--- src/design/clock_startup_pkg.sv ---
// Constants, types and decode functions for clock source and startup sequencing.
// Assumes fuse values are static on-chip levels in the i_clk domain.
// Operation
// - Decode four-bit source select fuse field
// - Fuse one is unprogrammed, zero programmed
// - Default: calibrated RC, divide by eight
// - Hold internal reset after other resets release
// - Timeout counted in watchdog oscillator cycles
// - Timeout lengths: 0, 512 or 8192
// - Ripple count oscillator cycles before release
// - Startup count from 6 to 32K cycles
// - Reset: timeout plus startup; wake from power down or power save: startup only
// - Halted core clock stops core state
// - External interrupt detected while peripherals halted
// - Flash clock gated with core clock
// - Async timer domain runs in idle, noise reduction, power save and extended standby
// - Converter domain runs in noise reduction
// - Sleep modes halt unused domains independently
package clock_startup_pkg;

	// ==========================================================
	// Fuse encoding
	localparam logic FUSE_PROGRAMMED = 1'b0;
	localparam logic [3:0] SEL_EXTERNAL = 4'h0;
	localparam logic [3:0] SEL_RESERVED = 4'h1;
	localparam logic [3:0] SEL_RC_CALIBRATED = 4'h2;
	localparam logic [3:0] SEL_RC_128K = 4'h3;
	localparam logic [3:0] SEL_LF_XTAL_LOW = 4'h4;
	localparam logic [3:0] SEL_FS_XTAL_LOW = 4'h6;
	localparam logic [3:0] SEL_LP_XTAL_LOW = 4'h8;

	// Shipped defaults, 8.0 MHz RC divided to 1.0 MHz
	localparam logic [3:0] DEFAULT_SOURCE_SELECT = 4'h2;
	localparam logic [1:0] DEFAULT_STARTUP_TIME = 2'h2;
	localparam logic DEFAULT_DIVIDE_BY_EIGHT = 1'b0;
	localparam int RC_CALIBRATED_KHZ = 8000;
	localparam int DEFAULT_SYSTEM_KHZ = 1000;

	// ==========================================================
	// Cycle counts
	localparam int TIMEOUT_NONE = 0;
	localparam int TIMEOUT_SHORT = 512;
	localparam int TIMEOUT_LONG = 8192;
	localparam int STARTUP_EXT = 6;
	localparam int STARTUP_258 = 258;
	localparam int STARTUP_1K = 1024;
	localparam int STARTUP_16K = 16384;
	localparam int STARTUP_32K = 32768;
	localparam int CNT_W = 16;
	localparam logic [2:0] DIV8_LAST = 3'h7;

	// ==========================================================
	// Types
	typedef enum logic [2:0]
	{
		KIND_EXTERNAL = 3'b000,
		KIND_RC_CALIBRATED = 3'b001,
		KIND_RC_128K = 3'b010,
		KIND_LF_XTAL = 3'b011,
		KIND_FS_XTAL = 3'b100,
		KIND_LP_XTAL = 3'b101,
		KIND_RESERVED = 3'b110
	} source_kind_e;

	typedef enum logic [1:0]
	{
		TO_NONE = 2'b00,
		TO_SHORT = 2'b01,
		TO_LONG = 2'b10
	} timeout_code_e;

	typedef enum logic [2:0]
	{
		SU_EXT = 3'b000,
		SU_258 = 3'b001,
		SU_1K = 3'b010,
		SU_16K = 3'b011,
		SU_32K = 3'b100
	} startup_code_e;

	typedef enum logic [2:0]
	{
		SLEEP_IDLE = 3'b000,
		SLEEP_NOISE_REDUCTION = 3'b001,
		SLEEP_POWER_DOWN = 3'b010,
		SLEEP_POWER_SAVE = 3'b011,
		SLEEP_STANDBY = 3'b110,
		SLEEP_EXT_STANDBY = 3'b111
	} sleep_mode_e;

	typedef enum logic [2:0]
	{
		ST_HOLD = 3'b000,
		ST_TIMEOUT = 3'b001,
		ST_STARTUP = 3'b010,
		ST_RUN = 3'b011,
		ST_SLEEP = 3'b100,
		ST_WAKE = 3'b101
	} seq_state_e;

	// Domain enables: {core, peripheral, flash, async timer, converter}
	typedef logic [4:0] domain_mask_t;
	localparam domain_mask_t DOMAINS_ALL = 5'h1f;
	localparam domain_mask_t DOMAINS_NONE = 5'h00;

	// ==========================================================
	// Functions
	function automatic source_kind_e decode_source(input logic [3:0] sel);
		source_kind_e k;
		k = KIND_RESERVED;
		if (sel >= SEL_LP_XTAL_LOW)
			k = KIND_LP_XTAL;
		else if (sel >= SEL_FS_XTAL_LOW)
			k = KIND_FS_XTAL;
		else if (sel >= SEL_LF_XTAL_LOW)
			k = KIND_LF_XTAL;
		else if (sel == SEL_RC_128K)
			k = KIND_RC_128K;
		else if (sel == SEL_RC_CALIBRATED)
			k = KIND_RC_CALIBRATED;
		else if (sel == SEL_EXTERNAL)
			k = KIND_EXTERNAL;
		return k;
	endfunction

	function automatic timeout_code_e timeout_select(input source_kind_e k,
		input logic sel0, input logic [1:0] startup_time_fuses);
		timeout_code_e t;
		t = TO_LONG;
		if (k == KIND_LP_XTAL || k == KIND_FS_XTAL)
		begin
			case ({sel0, startup_time_fuses})
				3'h0, 3'h3, 3'h6: t = TO_SHORT;
				3'h2, 3'h5: t = TO_NONE;
				default: t = TO_LONG;
			endcase
		end
		else
		begin
			case (startup_time_fuses)
				2'h0: t = TO_NONE;
				2'h1: t = TO_SHORT;
				default: t = TO_LONG;
			endcase
		end
		return t;
	endfunction

	function automatic startup_code_e startup_select(input source_kind_e k,
		input logic sel0, input logic [1:0] startup_time_fuses);
		startup_code_e s;
		s = SU_EXT;
		if (k == KIND_LP_XTAL || k == KIND_FS_XTAL)
		begin
			if (sel0)
				s = SU_16K;
			else if (startup_time_fuses[1])
				s = SU_1K;
			else
				s = SU_258;
		end
		else if (k == KIND_LF_XTAL)
			s = SU_32K;
		return s;
	endfunction

	function automatic domain_mask_t sleep_domains(input sleep_mode_e m);
		domain_mask_t d;
		case (m)
			SLEEP_IDLE: d = 5'h0b;
			SLEEP_NOISE_REDUCTION: d = 5'h03;
			SLEEP_POWER_SAVE: d = 5'h02;
			SLEEP_EXT_STANDBY: d = 5'h02;
			default: d = DOMAINS_NONE;
		endcase
		return d;
	endfunction

endpackage

--- src/design/pin_sync.sv ---
// Two-stage synchroniser with rising-edge pulse.
// Assumes the input is asynchronous to i_clk.
`timescale 1ns/1ps
module pin_sync
(
	input wire logic i_clk,
	input wire logic i_reset_n,
	input wire logic i_clk_en,
	input wire logic i_pin,
	input wire logic i_reset_level,
	output logic o_level,
	output logic o_rise
);

	typedef struct packed
	{
		logic meta;
		logic level;
		logic prev;
		logic rise;
	} sync_s;

	sync_s s_r;
	sync_s s_nxt;

	always_comb
	begin
		s_nxt = s_r;
		s_nxt.meta = i_pin;
		s_nxt.level = s_r.meta;
		s_nxt.prev = s_r.level;
		s_nxt.rise = s_r.level & ~s_r.prev;
	end

	always_ff @(posedge i_clk)
	begin
		if (!i_reset_n)
		begin
			s_r.meta <= 1'b0;
			s_r.level <= 1'b0;
			s_r.prev <= 1'b0;
			s_r.rise <= 1'b0;
		end
		else if (i_clk_en)
			s_r <= s_nxt;
	end

	assign o_level = s_r.level ^ i_reset_level;
	assign o_rise = s_r.rise;

endmodule

--- src/design/clock_source_startup_control.sv ---
// Clock source decode, startup reset sequencing and clock domain gating.
// Assumes oscillator cycles arrive as pin levels toggling once per cycle,
// slow against i_clk, and that sleep and wake requests come from i_clk logic.
`timescale 1ns/1ps
module clock_source_startup_control
#(
	parameter int TIMEOUT_LONG_CYCLES = clock_startup_pkg::TIMEOUT_LONG,
	parameter int STARTUP_16K_CYCLES = clock_startup_pkg::STARTUP_16K,
	parameter int STARTUP_32K_CYCLES = clock_startup_pkg::STARTUP_32K
)
(
	input wire logic i_clk,
	input wire logic i_reset_n,
	input wire logic i_clk_en,
	input wire logic i_other_reset_n,
	input wire logic i_watchdog_osc,
	input wire logic i_selected_osc,
	input wire logic i_ext_irq_pin,
	input wire logic i_ext_irq_clear,
	input wire logic [3:0] i_clock_source_select_fuses,
	input wire logic [1:0] i_startup_time_fuses,
	input wire logic i_divide_by_eight_fuse,
	input wire logic i_sleep_req,
	input wire clock_startup_pkg::sleep_mode_e i_sleep_mode,
	input wire logic i_wake,
	output logic o_internal_reset,
	output logic o_invalid_source,
	output clock_startup_pkg::source_kind_e o_source_kind,
	output logic o_system_tick,
	output logic o_core_clock_domain_en,
	output logic o_peripheral_clock_domain_en,
	output logic o_flash_clock_domain_en,
	output logic o_async_timer_clock_domain_en,
	output logic o_converter_clock_domain_en,
	output logic o_ext_irq_pending
);
	import clock_startup_pkg::*;

	typedef struct packed
	{
		seq_state_e state;
		logic [CNT_W-1:0] cnt;
		startup_code_e startup;
		sleep_mode_e mode;
		logic [2:0] div_cnt;
		logic system_tick;
		logic internal_reset;
		logic invalid;
		source_kind_e kind;
		domain_mask_t domains;
		logic irq_pending;
	} ctrl_s;

	ctrl_s c_r;
	ctrl_s c_nxt;

	logic other_released;
	logic wdt_tick;
	logic osc_tick;
	logic irq_edge;
	source_kind_e kind_now;
	timeout_code_e to_now;
	startup_code_e su_now;

	// ==========================================================
	// Pin synchronisers
	pin_sync u_other_reset
	(
		.i_clk(i_clk),
		.i_reset_n(i_reset_n),
		.i_clk_en(i_clk_en),
		.i_pin(i_other_reset_n),
		.i_reset_level(1'b0),
		.o_level(other_released),
		.o_rise()
	);

	pin_sync u_watchdog_osc
	(
		.i_clk(i_clk),
		.i_reset_n(i_reset_n),
		.i_clk_en(i_clk_en),
		.i_pin(i_watchdog_osc),
		.i_reset_level(1'b0),
		.o_level(),
		.o_rise(wdt_tick)
	);

	pin_sync u_selected_osc
	(
		.i_clk(i_clk),
		.i_reset_n(i_reset_n),
		.i_clk_en(i_clk_en),
		.i_pin(i_selected_osc),
		.i_reset_level(1'b0),
		.o_level(),
		.o_rise(osc_tick)
	);

	// Runs on i_clk regardless of peripheral gating
	pin_sync u_ext_irq
	(
		.i_clk(i_clk),
		.i_reset_n(i_reset_n),
		.i_clk_en(i_clk_en),
		.i_pin(i_ext_irq_pin),
		.i_reset_level(1'b0),
		.o_level(),
		.o_rise(irq_edge)
	);

	// ==========================================================
	// Fuse decode
	always_comb
	begin
		kind_now = decode_source(i_clock_source_select_fuses);
		to_now = timeout_select(kind_now, i_clock_source_select_fuses[0],
			i_startup_time_fuses);
		su_now = startup_select(kind_now, i_clock_source_select_fuses[0],
			i_startup_time_fuses);
	end

	function automatic logic [CNT_W-1:0] startup_cycles(input startup_code_e s);
		logic [CNT_W-1:0] n;
		case (s)
			SU_258: n = CNT_W'(STARTUP_258);
			SU_1K: n = CNT_W'(STARTUP_1K);
			SU_16K: n = CNT_W'(STARTUP_16K_CYCLES);
			SU_32K: n = CNT_W'(STARTUP_32K_CYCLES);
			default: n = CNT_W'(STARTUP_EXT);
		endcase
		return n;
	endfunction

	// ==========================================================
	// Sequencer
	always_comb
	begin
		c_nxt = c_r;
		c_nxt.system_tick = 1'b0;

		case (c_r.state)
			ST_HOLD:
			begin
				c_nxt.internal_reset = 1'b1;
				c_nxt.domains = DOMAINS_NONE;
				c_nxt.kind = kind_now;
				c_nxt.invalid = (kind_now == KIND_RESERVED);
				c_nxt.startup = su_now;
				if (other_released && kind_now != KIND_RESERVED)
				begin
					case (to_now)
						TO_SHORT:
						begin
							c_nxt.state = ST_TIMEOUT;
							c_nxt.cnt = CNT_W'(TIMEOUT_SHORT);
						end
						TO_LONG:
						begin
							c_nxt.state = ST_TIMEOUT;
							c_nxt.cnt = CNT_W'(TIMEOUT_LONG_CYCLES);
						end
						default:
						begin
							c_nxt.state = ST_STARTUP;
							c_nxt.cnt = startup_cycles(su_now);
						end
					endcase
				end
			end
			ST_TIMEOUT:
			begin
				if (wdt_tick)
				begin
					if (c_r.cnt <= CNT_W'(1))
					begin
						c_nxt.state = ST_STARTUP;
						c_nxt.cnt = startup_cycles(c_r.startup);
					end
					else
						c_nxt.cnt = c_r.cnt - CNT_W'(1);
				end
			end
			ST_STARTUP, ST_WAKE:
			begin
				if (osc_tick)
				begin
					if (c_r.cnt <= CNT_W'(1))
					begin
						c_nxt.state = ST_RUN;
						c_nxt.internal_reset = 1'b0;
						c_nxt.domains = DOMAINS_ALL;
						c_nxt.div_cnt = 3'h0;
					end
					else
						c_nxt.cnt = c_r.cnt - CNT_W'(1);
				end
			end
			ST_RUN:
			begin
				if (osc_tick && other_released)
				begin
					// Programmed fuse divides the source by eight
					if (i_divide_by_eight_fuse != FUSE_PROGRAMMED)
						c_nxt.system_tick = 1'b1;
					else
					begin
						c_nxt.div_cnt = c_r.div_cnt + 3'h1;
						c_nxt.system_tick = (c_r.div_cnt == DIV8_LAST);
					end
				end
				if (i_sleep_req)
				begin
					c_nxt.state = ST_SLEEP;
					c_nxt.mode = i_sleep_mode;
					c_nxt.domains = sleep_domains(i_sleep_mode);
				end
			end
			ST_SLEEP:
			begin
				if (i_wake)
				begin
					if (c_r.mode == SLEEP_POWER_DOWN || c_r.mode == SLEEP_POWER_SAVE)
					begin
						c_nxt.state = ST_WAKE;
						c_nxt.cnt = startup_cycles(c_r.startup);
					end
					else
					begin
						c_nxt.state = ST_RUN;
						c_nxt.domains = DOMAINS_ALL;
					end
				end
			end
			default:
				c_nxt.state = ST_HOLD;
		endcase

		// Another reset source returning restarts the whole sequence
		if (!other_released)
		begin
			c_nxt.state = ST_HOLD;
			c_nxt.internal_reset = 1'b1;
			c_nxt.domains = DOMAINS_NONE;
		end

		// Edge set wins over a clear in the same cycle
		if (irq_edge)
			c_nxt.irq_pending = 1'b1;
		else if (i_ext_irq_clear)
			c_nxt.irq_pending = 1'b0;
	end

	always_ff @(posedge i_clk)
	begin
		if (!i_reset_n)
		begin
			c_r.state <= ST_HOLD;
			c_r.cnt <= '0;
			c_r.startup <= SU_EXT;
			c_r.mode <= SLEEP_IDLE;
			c_r.div_cnt <= 3'h0;
			c_r.system_tick <= 1'b0;
			c_r.internal_reset <= 1'b1;
			c_r.invalid <= 1'b0;
			c_r.kind <= KIND_RC_CALIBRATED;
			c_r.domains <= DOMAINS_NONE;
			c_r.irq_pending <= 1'b0;
		end
		else if (i_clk_en)
			c_r <= c_nxt;
	end

	// ==========================================================
	// Outputs
	assign o_internal_reset = c_r.internal_reset;
	assign o_invalid_source = c_r.invalid;
	assign o_source_kind = c_r.kind;
	assign o_system_tick = c_r.system_tick;
	assign o_core_clock_domain_en = c_r.domains[4];
	assign o_peripheral_clock_domain_en = c_r.domains[3];
	assign o_flash_clock_domain_en = c_r.domains[2];
	assign o_async_timer_clock_domain_en = c_r.domains[1];
	assign o_converter_clock_domain_en = c_r.domains[0];
	assign o_ext_irq_pending = c_r.irq_pending;

endmodule

--- config.mk ---
export PLATFORM = sky130hd
export DESIGN_NAME = clock_source_startup_control
export DESIGN_NICKNAME = d
export VERILOG_FILES = /design/src/design/clock_startup_pkg.sv /design/src/design/pin_sync.sv /design/src/design/clock_source_startup_control.sv
export SDC_FILE = /design/constraint.sdc
export NUM_CORES = 1
export LEC_CHECK = 0
export ABC_AREA = 1
export BUFFER_PORTS_ARGS = -buffer_cell sky130_fd_sc_hd__clkbuf_2
export CORE_ASPECT_RATIO = 2
export CORE_UTILIZATION = 53
export DETAILED_ROUTE_END_ITERATION = 10
export GPL_TIMING_DRIVEN = 0
export PLACE_DENSITY = 0.75
export SYNTH_ARGS = -nofsm -noshare
export SYNTH_HDL_FRONTEND = slang
export SYNTH_SLANG_ARGS = --single-unit
--- constraint.sdc ---
create_clock -name i_clk -period 4.1 [get_ports i_clk]
set_clock_uncertainty 0.1 [all_clocks]
set_input_delay 0 -clock i_clk [delete_from_list [all_inputs] [get_ports i_clk]]
set_output_delay 0 -clock i_clk [all_outputs]
set_load 0.02 [all_outputs]
Yosys cells after proc, flatten, opt, wreduce, memory -nomap -nowiden
Index checks and enable logic that the tools add are counted.
Cells by class
  add/sub/neg operators: 2
  multiply operators: 0
  div/mod/pow operators: 0
  order comparisons: 4
  equality and inequality tests: 52
  shift operators: 0
  muxes and demuxes: 51
  bitwise gates (word level): 6
  reductions and logical operators: 24
Operators by type and width (number)
  16-bit one-hot mux with 4 select lines: 3
  19-bit 2-to-1 mux: 4
  16-bit 2-to-1 mux: 3
  3-bit 2-to-1 mux: 16
  3-bit by 2-bit equality test with 1-bit output, second input constant: 12
  18-bit one-hot mux with 2 select lines: 1
  3-bit equality test, second input constant: 11
  5-bit 2-to-1 mux: 6
  3-bit != test, second input constant: 8
  5-bit one-hot mux with 4 select lines: 1
  16-bit by 1-bit <= comparator with 1-bit output, second input constant: 1
  8-bit AND reduction: 2
  16-bit by 1-bit subtractor with 16-bit output, second input constant: 1
  3-bit one-hot mux with 5 select lines: 1
  2-bit != test, second input constant: 7
  3-bit by 1-bit equality test with 1-bit output, second input constant: 4
  4-bit one-hot mux with 3 select lines: 1
  3-bit logical NOT: 3
  4-bit by 2-bit equality test with 1-bit output, second input constant: 2
  4-bit by 3-bit greater-or-equal comparator with 1-bit output, second input constant: 2
  2-bit one-hot mux with 2 select lines: 2
  1-bit 2-to-1 mux: 7
  7-bit AND reduction: 1
  2-bit 2-to-1 mux: 3
  other kinds (24): 37
Storage, ports and cells
  register bits after elaboration: 54
  latch bits: 0
  memory bits (writable): 0
  bits in read-only memories: 0
  logic and storage cells: 164
  memories: 0

Logic depth before layout (Yosys ltp)
Gate-level depths: netlist (run 1).
  depth after elaboration: 16
  gate-level depth with buffers: 14

Modules after synthesis
From an unflattened synthesis (run 1), not the netlist that was laid out.
Unflattened totals
  cells, all modules: 563
  area total of the unflattened synthesis: 3485.8 sq um
Modules (own cells, without submodules)
  clock_source_startup_control: instances 1, cells an instance 483, area each 2880.3 sq um, seq. area each 760.7 sq um
  pin_sync: instances 4, cells an instance 20, area each 151.4 sq um, seq. area each 80.1 sq um

Worst setup path after synthesis (run 1)
Ideal clock, no wire load.
  path type: reg2reg
  start point: reg c_r[21] (netlist name)
  end point: reg c_r[35] (netlist name)
  arrival time: 1548 ps
  path slack: 2335 ps
  cell stages (with the launch flop): 12
  buffers on the path: 1
  cells stage by stage: dfxtp_1 inv_1 ha_1 nand2_1 nand2_1 nand4_1 nand2_1 nor2_4 buf_4 nand2_1 nor3_1 nor2_1
Between the ends
  word-level cells in the longest chain between the ends: 4
Ends and longest elaborated chain
  from (decl): RTL line clock_source_startup_control.sv:54  | ctrl_s c_r;
  from (signal assigned): RTL line clock_source_startup_control.sv:271  | c_r <= c_nxt;
  16-bit by 1-bit subtractor with 16-bit output / 16-bit by 1-bit <= comparator with 1-bit output (equally long branches)
  16-bit 2-to-1 mux, on equally long branches: RTL line clock_source_startup_control.sv:188, clock_source_startup_control.sv:175
  19-bit 2-to-1 mux, on equally long branches: RTL line clock_source_startup_control.sv:186, clock_source_startup_control.sv:173
  16-bit one-hot mux with 4 select lines: RTL line clock_source_startup_control.sv:142  | case (c_r.state)
Several ways; a longest one is shown, not always the timed one. The select of a mux whose other input is x is not followed.
A chain may end at the register's enable or synchronous reset.

Final worst setup path (run 1)
  start point: in i_clock_source_select_fuses[1]
  end point: reg c_r[38] (netlist name)
Between the ends
  word-level cells in the longest chain between the ends: 15
Ends and longest elaborated chain
  from (decl): RTL line clock_source_startup_control.sv:20  | input wire logic [3:0] i_clock_source_select_fuses,
  4-bit logical NOT: RTL line clock_startup_pkg.sv:121  | else if (sel == SEL_EXTERNAL)
  3-bit 2-to-1 mux: RTL line clock_startup_pkg.sv:121
  3-bit 2-to-1 mux: RTL line clock_startup_pkg.sv:119  | else if (sel == SEL_RC_CALIBRATED)
  3-bit 2-to-1 mux: RTL line clock_startup_pkg.sv:117  | else if (sel == SEL_RC_128K)
  3-bit 2-to-1 mux: RTL line clock_startup_pkg.sv:115  | else if (sel >= SEL_LF_XTAL_LOW)
  3-bit 2-to-1 mux: RTL line clock_startup_pkg.sv:113  | else if (sel >= SEL_FS_XTAL_LOW)
  3-bit 2-to-1 mux (*): RTL line clock_startup_pkg.sv:111  | if (sel >= SEL_LP_XTAL_LOW)
  3-bit equality test: RTL line clock_startup_pkg.sv:130  | if (k == KIND_LP_XTAL || k == KIND_FS_XTAL)
  1-bit logical OR: RTL line clock_startup_pkg.sv:130
  2-bit 2-to-1 mux: RTL line clock_startup_pkg.sv:130
  2-bit equality test / 2-bit by 1-bit equality test with 1-bit output (equally long branches): RTL line clock_source_startup_control.sv:152  | case (to_now)
  18-bit one-hot mux with 2 select lines: RTL line clock_source_startup_control.sv:152
  19-bit 2-to-1 mux: RTL line clock_source_startup_control.sv:150  | if (other_released && kind_now != KIND_RESERVED)
  3-bit one-hot mux with 5 select lines: RTL line clock_source_startup_control.sv:142
  3-bit 2-to-1 mux: RTL line clock_source_startup_control.sv:240  | if (!other_released)
Mark *: on every way between the ends. The rest lies on a longest branch, timed or not. The select of a mux whose other input is x is not followed.

==> results.toml, run 1 <==
[cts]
cts_tree = "yes"
clkLatencyLatePin_ps = 320
numCtsBuffers = 5
post_cts_resized = 0
cts.clk_slew.worst_paths_ps = 100
cts_max_level = 2
ctsRootBufferMaster = "clkbuf_8"
cts.sinks = 52
clockBufferDepth = 2

[sta]
fin_ws_ps = 1520
layout_min_cycle_time_ps = 2580
timing.final.crit_share_pct = 63.0
rsz0062_at_grt = "false"
drv_slew = 0
slew_headroom_pct = 58.9
setup_violations = 0
clock.fmax_mhz = 387
hold_violations = 0
worst_pin_slew_ps = 617
tns_ps = 0

[yosys]
syn_nets = 495
syn_inst = 469
seq_area_frac_synth_pct = 34.2
synthDistinctLibCells = 38
synth_seq_cells = 52
synth_area_um2 = 3040
syn_area_per_cell_um2 = 6.48
yosysWarnings = 0

[layout]
fin_nets = 549
drive_gt1_share_pct = 12.0
fill_cells = 513
utilization_pct = 64.6
instances_no_fill = 584
antenna_cells = 0
area_growth_pct = 16.1
fin_area_um2 = 3530

[die]
num_io_pins = 32
die_w_um = 55.6
core_um2 = 5470
rows = 38
initial_core_util_pct = 55.6
fp.dieH_um = 109
die_area_um2 = 6060

[setup_path]
cp.arrival_ps = 2710
setup.worst_path.class = "input pin to register"
end_kind = "register"
critPathMostFrequentCell = "inv_1"
required_ps = 4230
slowest_stage = "dlygate4sd3_1"
crit_chain = "dlygate4sd3_1, clkbuf_2, a21oi_1, inv_1, nand2_1, a22oi_1, and2_1, ha_1, inv_1, o211ai_1, o21ai_0, inv_1, nor2_1, nor2_1"
slowest_delay_ps = 570
cp_max_fo = 6
worst_setup_path_start_kind = "input pin"

[grt]
grt_pass1_vias = 3161
grt.total_usage_pct = 28.7
grt_max_degree = 19
top_usage_layer = "met2"
grt-ovfl-total = 0
met3_usage_pct = 3.56
grt_pass1_wl_um = 13700
grtUsageMet2_pct = 57.3
antenna_found_initial = 0
use_met1_pct = 27.2

[power_and_ir_drop]
p_comb_share_pct = 36.8
total_leakage_power_nw = 1.64
pwr-share-clk_pct = 22.1
p_switching_mw = 0.564
power.density_nw_per_um2 = 402
ir_drop_mv = 0.383
power_frac_seq_pct = 41.0
internal_power_mw = 0.856
swShare_pct = 39.7

[placement]
pre_cts_ws_ps = 1800
post-dp-hpwl_um = 6120
dp_cells = 559
portBuffers = 30
gp_congestion = 0.932
placed_cell_area_um2 = 3270

[hold_path]
hold_path.class = "input pin to register"

[detailed_routing]
post_drt_wl_per_cell_um = 13.9
ant_nets = 0
totalWireLength_um = 8110
drt-pass1-iter-count = 4
viasPerCell = 5.53
dr_total_vias = 3228
drtIter0Drc = 118
drc = 0

[run_status]
status = "complete, no violations"

[job]
maxCapViolations = 0
synthesized netlist by cell type, drive strengths merged:
| library cell | count | area [µm²] |
|---|---|---|
| a211oi | 1 | 7.51 |
| a2bb2oi | 3 | 26.3 |
| nand4 | 3 | 18.8 |
| a21boi | 1 | 11.3 |
| dfxtp | 52 | 1040 |
| nand3 | 29 | 155 |
| xnor2 | 4 | 35.0 |
| and2 | 1 | 6.26 |
| a31oi | 1 | 6.26 |
| or2 | 2 | 12.5 |
| xor2 | 5 | 43.8 |
| nor3 | 12 | 65.1 |
| buf | 7 | 50.0 |
| and3 | 1 | 6.26 |
| a22oi | 2 | 15.0 |
| o22ai | 1 | 6.26 |
| nand3b | 8 | 60.1 |
| nor4 | 3 | 18.8 |
| inv | 44 | 165 |
| nor2 | 75 | 299 |
| a21oi | 46 | 234 |
| ha | 6 | 75.1 |
| nand2 | 110 | 418 |
| o31ai | 1 | 7.51 |
| clkbuf | 8 | 30.0 |
| clkinv | 2 | 7.51 |
| o2bb2ai | 1 | 8.76 |
| o21ai | 36 | 180 |
| o211ai | 4 | 30.0 |
per-layer routing:
layer | part of all wire [%] | up-vias
met2 | 56 | 60
met3 | 2.6 | 28
met5 | 0 | -
met1 | 37 | 1496
met4 | 4.3 | 0
li1 | - | 1644
logic make-up after synthesis:
logic type	synth area share (%)
adder cells (fa/ha/maj)	2.47
buffers and inverters	8.31
flip-flops	34.2
AO/OA/AOI/OAI	17.5
AND/OR/NAND/NOR	34.9
XOR/XNOR	2.59
metrics by stage:
| stage | hold WS, ps | power, mW |
|---|---|---|
| CTS | 0.248 | 1.42 |
| detailed placement | 134 | 1.10 |
| global route | 48.6 | 1.52 |
| floorplan | 34.9 | 0.973 |
| global placement | 120 | 1.09 |
| finish | 10.5 | 1.42 |
worst paths after layout:
path | startpoint | to | slack, ps | depth (start not counted)
worst min register to register | u_ext_irq.s_r[1] | u_ext_irq.s_r[1] | 370 | 2
worst max-delay path | i_clock_source_select_fuses[1] | c_r[38] | 1520 | 14
worst max register to register | c_r[39] | c_r[16] | 1810 | 8
worst min-delay path | i_clock_source_select_fuses[2] | c_r[20] | 10 | 5
registers in the layout, indices dropped and copies added (netlist names), 2 cells and up:
name                  count
c_r                      27
u_ext_irq.s_nxt           2
u_watchdog_osc.s_nxt      2
u_other_reset.s_nxt       2
u_selected_osc.s_nxt      2
o_source_kind             3
cell usage in the layout, fill, tap and decap left out, drive strengths merged, types with 12 or more instances in the layout:
cell	synthesis	layout
nand2	110	110
nor2	75	75
dfxtp	52	52
a21oi	46	46
inv	44	45
clkbuf	8	43
o21ai	36	36
nand3	29	29
dlygate4sd3	0	17
nor3	12	12
power by group through the flow:
stage,combinational [mW],sequential [mW],clock [mW]
finish,0.523,0.583,0.314
global route,0.589,0.588,0.338
CTS,0.518,0.582,0.322
detailed placement,0.503,0.594,0
global placement,0.497,0.593,0
floorplan,0.385,0.588,0
repair_timing:
action | in CTS | in global routing
hold endpoints to repair | 17 | 0
buffers inserted | 0 | 0
endpoints found under the setup margin | 0 | 0
hold buffers | 17 | 0
worst max-delay path: cells and delay by family:
| family | cells | cell delay, ps |
|---|---|---|
| and+or+nand+nor | 4 | 480 |
| buffers and inverters | 5 | 1080 |
| adders and majority gates | 1 | 370 |
| AOI/OAI and AO/OA | 4 | 770 |
layout make-up:
type	count	area (µm²)	area share [%]
multi-input cells	356	1750	49.5
flip-flops and latches	52	1040	29.5
repair buffers	47	320	9.07
inverters	46	173	4.89
plain buffers	15	80.1	2.27
well taps	60	75.1	2.13
clock buffers	5	68.8	1.95
clock inverters	3	26.3	0.744
No activity file was read; power rests on OpenSTA's default activity.
==> run 2, diff against run 1 <==
==> constraint.sdc (replaced) <==
create_clock -name i_clk -period 2.5 [get_ports i_clk]
set_clock_uncertainty 0.1 [all_clocks]
set_input_delay 0 -clock i_clk [delete_from_list [all_inputs] [get_ports i_clk]]
set_output_delay 0 -clock i_clk [all_outputs]
set_load 0.02 [all_outputs]
==> run 2 against run 1 <==
Sequential cell count is the same; first-iteration DRC count fell by 3.4%; die area stayed put; non-clock buffer count rose by 2; count of clock-buffer cells in the layout stayed put; critical path depth unchanged; critical endpoint unchanged; routed wire length grew 0.92%; core utilization up 0.66 points; via count increased by 0.40%; combinational power grew 65%; highest routed layer unchanged.
==> results.toml, run 2 (synthesized netlist as in run 1, its figures left out) <==
[layout]
area.sequential_um2 = 1040
final_common_cell = "nand2_1"
top_register = "c_r"
fin_nets = 551
largest_reg_flops = 27
utilization_pct = 65.2
drive_gt1_share_pct = 12.4
area_growth_pct = 17.3
multi_input_area_um2 = 1760
mostFrequentLayoutCells = "nand2_1, nor2_1, dfxtp_1, a21oi_1, inv_1"
fill_cells = 507
fin_area_um2 = 3570
antenna_cells = 0

[run_status]
status = "complete, no violations"

[setup_path]
required_ps = 2630
slowest_delay_ps = 560
crit_family = "buffers and inverters"
critPathBufInv = 5
setup.worst_path.class = "input pin to register"
worst-path-stages = 14
rrSetupSlack_ps = 320
r2r-start = "c_r[39]"
worst_setup_path_start_kind = "input pin"
cp.arrival_ps = 2430
timing.rr.end = "c_r[16]"
cp_max_fo = 6
end_kind = "register"
critPathMostFrequentCell = "inv_1"
crit_chain = "dlygate4sd3_1, clkbuf_2, a21oi_4, inv_1, nand2_1, a22oi_1, and2_1, ha_1, inv_1, o211ai_1, o21ai_0, inv_1, nor2_1, nor2_1"
r2r_cells = 8
slowest_stage = "dlygate4sd3_1"

[power_and_ir_drop]
power.density_nw_per_um2 = 656
p_switching_mw = 0.932
p_comb_share_pct = 37.0
power_mw = 2.34
ir_drop_mv = 0.636
swShare_pct = 39.9
total_leakage_power_nw = 1.65
internal_power_mw = 1.41
pwr-share-clk_pct = 22.2
power_frac_seq_pct = 40.9

[sta]
hold_violations = 0
whs_ps = 24.3
worst_pin_slew_ps = 625
clock.fmax_mhz = 434
slew_headroom_pct = 58.3
setup_violations = 0
timing.final.crit_share_pct = 92.1
drv_slew = 0
fin_ws_ps = 198
layout_min_cycle_time_ps = 2300

[cts]
cts.clk_slew.worst_paths_ps = 100
numCtsBuffers = 5
clkLatencyLatePin_ps = 320
cts.sinks = 52
cts_tree = "yes"
clockBufferDepth = 2
ctsRootBufferMaster = "clkbuf_8"
cts_max_level = 2

[detailed_routing]
post_drt_wl_per_cell_um = 14.0
drc = 0
drt-pass1-iter-count = 4
viasPerCell = 5.53
dr_total_vias = 3241
ant_nets = 0
drtIter0Drc = 114
totalWireLength_um = 8190

[placement]
placed_cell_area_um2 = 3270
post-dp-hpwl_um = 6120
pre_cts_ws_ps = 199
portBuffers = 30
gp_congestion = 0.932

[die]
fp.dieH_um = 109
die_w_um = 55.6
initial_core_util_pct = 55.6
num_io_pins = 32
die_area_um2 = 6060
core_um2 = 5470
rows = 38

[grt]
grtUsageMet2_pct = 57.1
met3_usage_pct = 3.56
use_met1_pct = 27.4
antenna_found_initial = 0
grt_max_degree = 19
grt-ovfl-total = 0
grt_pass1_vias = 3159
grt.total_usage_pct = 28.7
top_usage_layer = "met2"
grt_pass1_wl_um = 13700

[hold_path]
holdPathEnd = "o_peripheral_clock_domain_en"
whs_path_depth = 6
hold_path.class = "input pin to register"
hold_path.startpoint = "i_sleep_mode[0]"

[job]
maxCapViolations = 0
[run 2: cell types whose count changed in the layout (fill, tap and decap cells not counted)]
cell           delta
a21oi_1           -1
a21oi_4           +1
dlygate4sd3_1     +2
nor3_1            -1
nor3_2            +1
[run 2: through the flow]
stage,setup TNS [ps],cells
6_report,0,586
5_1_grt,-3.98,586
4_1_cts,0,584
3_5_place_dp,0,559
3_3_place_gp,0,559
2_1_floorplan,0,469
[run 2: layer usage]
layer | wire length [µm] | vias to the layer above
met2 | 4550 | 70
met3 | 214 | 30
met4 | 371 | 0
met1 | 3060 | 1495
met5 | 0 | -
li1 | - | 1646
[run 2: how the worst max path moves through the flow]
stage,start,endpoint
after floorplan,i_clock_source_select_fuses[2],c_r[38]
after global placement,i_clock_source_select_fuses[2],c_r[38]
after detailed placement,i_clock_source_select_fuses[2],c_r[38]
after CTS,i_clock_source_select_fuses[3],c_r[38]
after global routing,i_clock_source_select_fuses[3],c_r[38]
final,i_clock_source_select_fuses[3],c_r[38]
[run 2: worst min-delay path: cells and delay by family]
family	cells	cell delay (ps)
simple gates	2	170
buf+inv	2	120
compound gates	2	120
[run 2: final cells by class]
cell class | count | area share [%]
Clock buffer | 5 | 1.93
Multi-Input combinational cell | 356 | 49.4
Inverter | 46 | 4.84
Sequential cell | 52 | 29.2
Timing Repair Buffer | 49 | 9.54
Tap cell | 60 | 2.10
Clock inverter | 3 | 0.737
Buffer | 15 | 2.24
[run 2: timing repair]
| action | 4_1_cts | 5_1_grt |
|---|---|---|
| setup buffers | 0 | 0 |
| hold buffers | 17 | 2 |
| resized for setup | 0 | 3 |
| endpoints found under the hold margin | 17 | 1 |
| endpoints found under the setup margin | 0 | 8 |
[run 2: power groups by stage]
stage	registers, mW	logic, mW	clock network, mW
after CTS	0.955	0.850	0.528
after global routing	0.965	0.972	0.555
after global placement	0.973	0.816	0
after floorplan	0.964	0.632	0
final	0.956	0.865	0.519
after detailed placement	0.974	0.826	0
==> run 3, diff against run 2 <==
--- a/config.mk
+++ b/config.mk
@@ -5,7 +5,6 @@
 export SDC_FILE = /design/constraint.sdc
 export NUM_CORES = 1
 export LEC_CHECK = 0
-export ABC_AREA = 1
 export BUFFER_PORTS_ARGS = -buffer_cell sky130_fd_sc_hd__clkbuf_2
 export CORE_ASPECT_RATIO = 2
 export CORE_UTILIZATION = 53
==> run 3 against run 2 <==
Total power fell by 21%; synthesized cell count fell by 14%; die area rose by 6.8%; sequential power fell by 10%; worst hold slack improved by 27 ps; count of clock-buffer cells in the layout did not move; highest routed layer unchanged; first-iteration DRC count rose by 9.6%; design area rose by 4.8%; non-clock buffer count did not move; critical path type is now register to register.
==> results.toml, run 3 <==
[detailed_routing]
totalWireLength_um = 9210
drc = 0
drtIter0Drc = 125
viasPerCell = 6.27
ant_nets = 0
drt-pass1-iter-count = 5
post_drt_wl_per_cell_um = 17.9
dr_total_vias = 3219

[yosys]
yosys-top-cells-area = "dfxtp_1, mux2i_1, nand2_1"
async_reset_ff_share_pct = 0
synthDistinctLibCells = 67
ys.flop_type = "dfxtp_1"
seq_area_frac_synth_pct = 32.0
syn_inst = 405
synth_top_area_share_pct = 32.0
synth_commonest_cells = "dfxtp_1, nand2_1, nor2_1"
synth_seq_cells = 52
yosysWarnings = 0
syn_nets = 431
synth_area_leader_cell = "dfxtp_1"
synth_edf_count = 0
synth_area_um2 = 3250
syn_area_per_cell_um2 = 8.03
yosysMostFrequentCell = "dfxtp_1"

[layout]
antenna_cells = 0
instances_no_fill = 513
final_common_cell = "dfxtp_1"
multi_input_area_um2 = 2060
drive_gt1_share_pct = 17.6
area_growth_pct = 15.0
fin_nets = 475
top_register = "c_r"
largest_reg_flops = 27
area.sequential_um2 = 1040
mostFrequentLayoutCells = "dfxtp_1, nand2_1, nor2_1, clkbuf_2, mux2i_1"
fill_cells = 538

[cts]
cts.sinks = 52
cts_max_level = 2
cts_tree = "yes"
ctsRootBufferMaster = "clkbuf_16"
clkLatencyLatePin_ps = 300
cts.clk_slew.worst_paths_ps = 70
clockBufferDepth = 2
numCtsBuffers = 5

[setup_path]
worst_setup_path_start_kind = "register"
end_kind = "register"
crit_family = "compound AO/OA/AOI/OAI gates"
crit_chain = "buf_4, nor3b_2, a21oi_1, o221ai_1, o32ai_2, mux2i_1"
r2r_cells = 6
cp.arrival_ps = 2490
crit_start = "c_r[38]"
required_ps = 2630
cp_max_fo = 9
critPathBufInv = 1
slowest_delay_ps = 520
setup.worst_path.class = "register to register"
slowest_stage = "o32ai_2"
worst-path-stages = 6
r2r-start = "c_r[38]"

[job]
maxCapViolations = 0

[die]
num_io_pins = 32
initial_core_util_pct = 54.6
core_um2 = 5960
fp.dieH_um = 113
die_w_um = 57.4
die_area_um2 = 6470
rows = 40

[placement]
portBuffers = 27
pre_cts_ws_ps = 25.1
dp_cells = 495
gp_congestion = 0.943
post-dp-hpwl_um = 6870

[power_and_ir_drop]
total_leakage_power_nw = 1.46
ir_drop_mv = 0.476
power.density_nw_per_um2 = 496

[hold_path]
hold_path.class = "input pin to register"
whs_path_depth = 3
hold_path.startpoint = "i_reset_n"

[sta]
clock.fmax_mhz = 423
timing.final.crit_share_pct = 94.5
hold_violations = 0
layout_min_cycle_time_ps = 2360
worst_pin_slew_ps = 813
setup_violations = 0
slew_headroom_pct = 45.4
rsz0062_at_grt = "true"
drv_slew = 0
fin_ws_ps = 137

[grt]
grt_max_degree = 19
grt_pass1_vias = 3176
grt.total_usage_pct = 30.1
grt-ovfl-total = 0
grt_pass1_wl_um = 15100
antenna_found_initial = 0

[run_status]
status = "complete, no violations"
## run 3: worst paths after layout
check | end | slack (ps)
setup / recovery | c_r[37] | 140
hold / removal | c_r[26] | 50
hold reg to reg | o_source_kind[1] | 360
setup reg to reg | c_r[37] | 140
## run 3: layout make-up
cell class	instances	area share, %
well taps	63	2.11
clock buffers	5	3.35
flip-flops and latches	52	27.8
inverters	11	1.10
plain buffers	27	3.58
clock inverters	3	0.703
multi-input cells	315	55.1
repair buffers	37	6.22
## run 3: per-stage QoR
step | instance area [µm²] | utilization, % | setup TNS, ps | power (mW) | hold WS [ps]
after CTS | 3710 | 62.2 | 0 | 1.85 | 33.6
after global placement | 3470 | 58.2 | 0 | 1.14 | 137
after global routing | 3740 | 62.8 | -37.2 | 1.92 | 75.7
after floorplan | 3250 | - | 0 | 1.06 | 47.2
final | 3740 | 62.8 | 0 | 1.86 | 51.8
after detailed placement | 3470 | 58.2 | 0 | 1.14 | 149
## run 3: logic make-up after synthesis
kind of cell	share of synthesized area [%]
DFF	32.0
buffers and inverters	5.35
muxes	7.70
AOI/OAI and AO/OA	22.3
adders and majority gates	2.31
xor gates and xnor gates	1.08
and+or+nand+nor	29.2
## run 3: timing repair
action                                  in CTS  in global routing
gates resized for setup                      0                  7
setup buffers                                0                  1
endpoints found under the hold margin       10                  0
endpoints found under the setup margin       0                 13
hold buffers                                 9                  0
## run 3: layer usage
layer | global-route usage, % | vias up | share of wire, %
li1 | - | 1583 | -
met5 | 0 | - | 0
met2 | 54.3 | 94 | 54
met3 | 4.91 | 50 | 3.2
met4 | 20.3 | 0 | 6.8
met1 | 30.4 | 1492 | 36
## run 3: worst min-delay path: cells and delay by family
family,cells,cell delay [ps]
buffers and inverters,1,210
AOI/OAI and AO/OA,1,60
and+or+nand+nor,1,130
## run 3: power by group
group	leakage [nW]	internal (mW)	switching (mW)	total, mW
combinational	0.961	0.111	0.169	0.281
clock	0.0748	0.381	0.335	0.715
sequential	0.421	0.845	0.0141	0.859
total	1.46	1.34	0.518	1.86
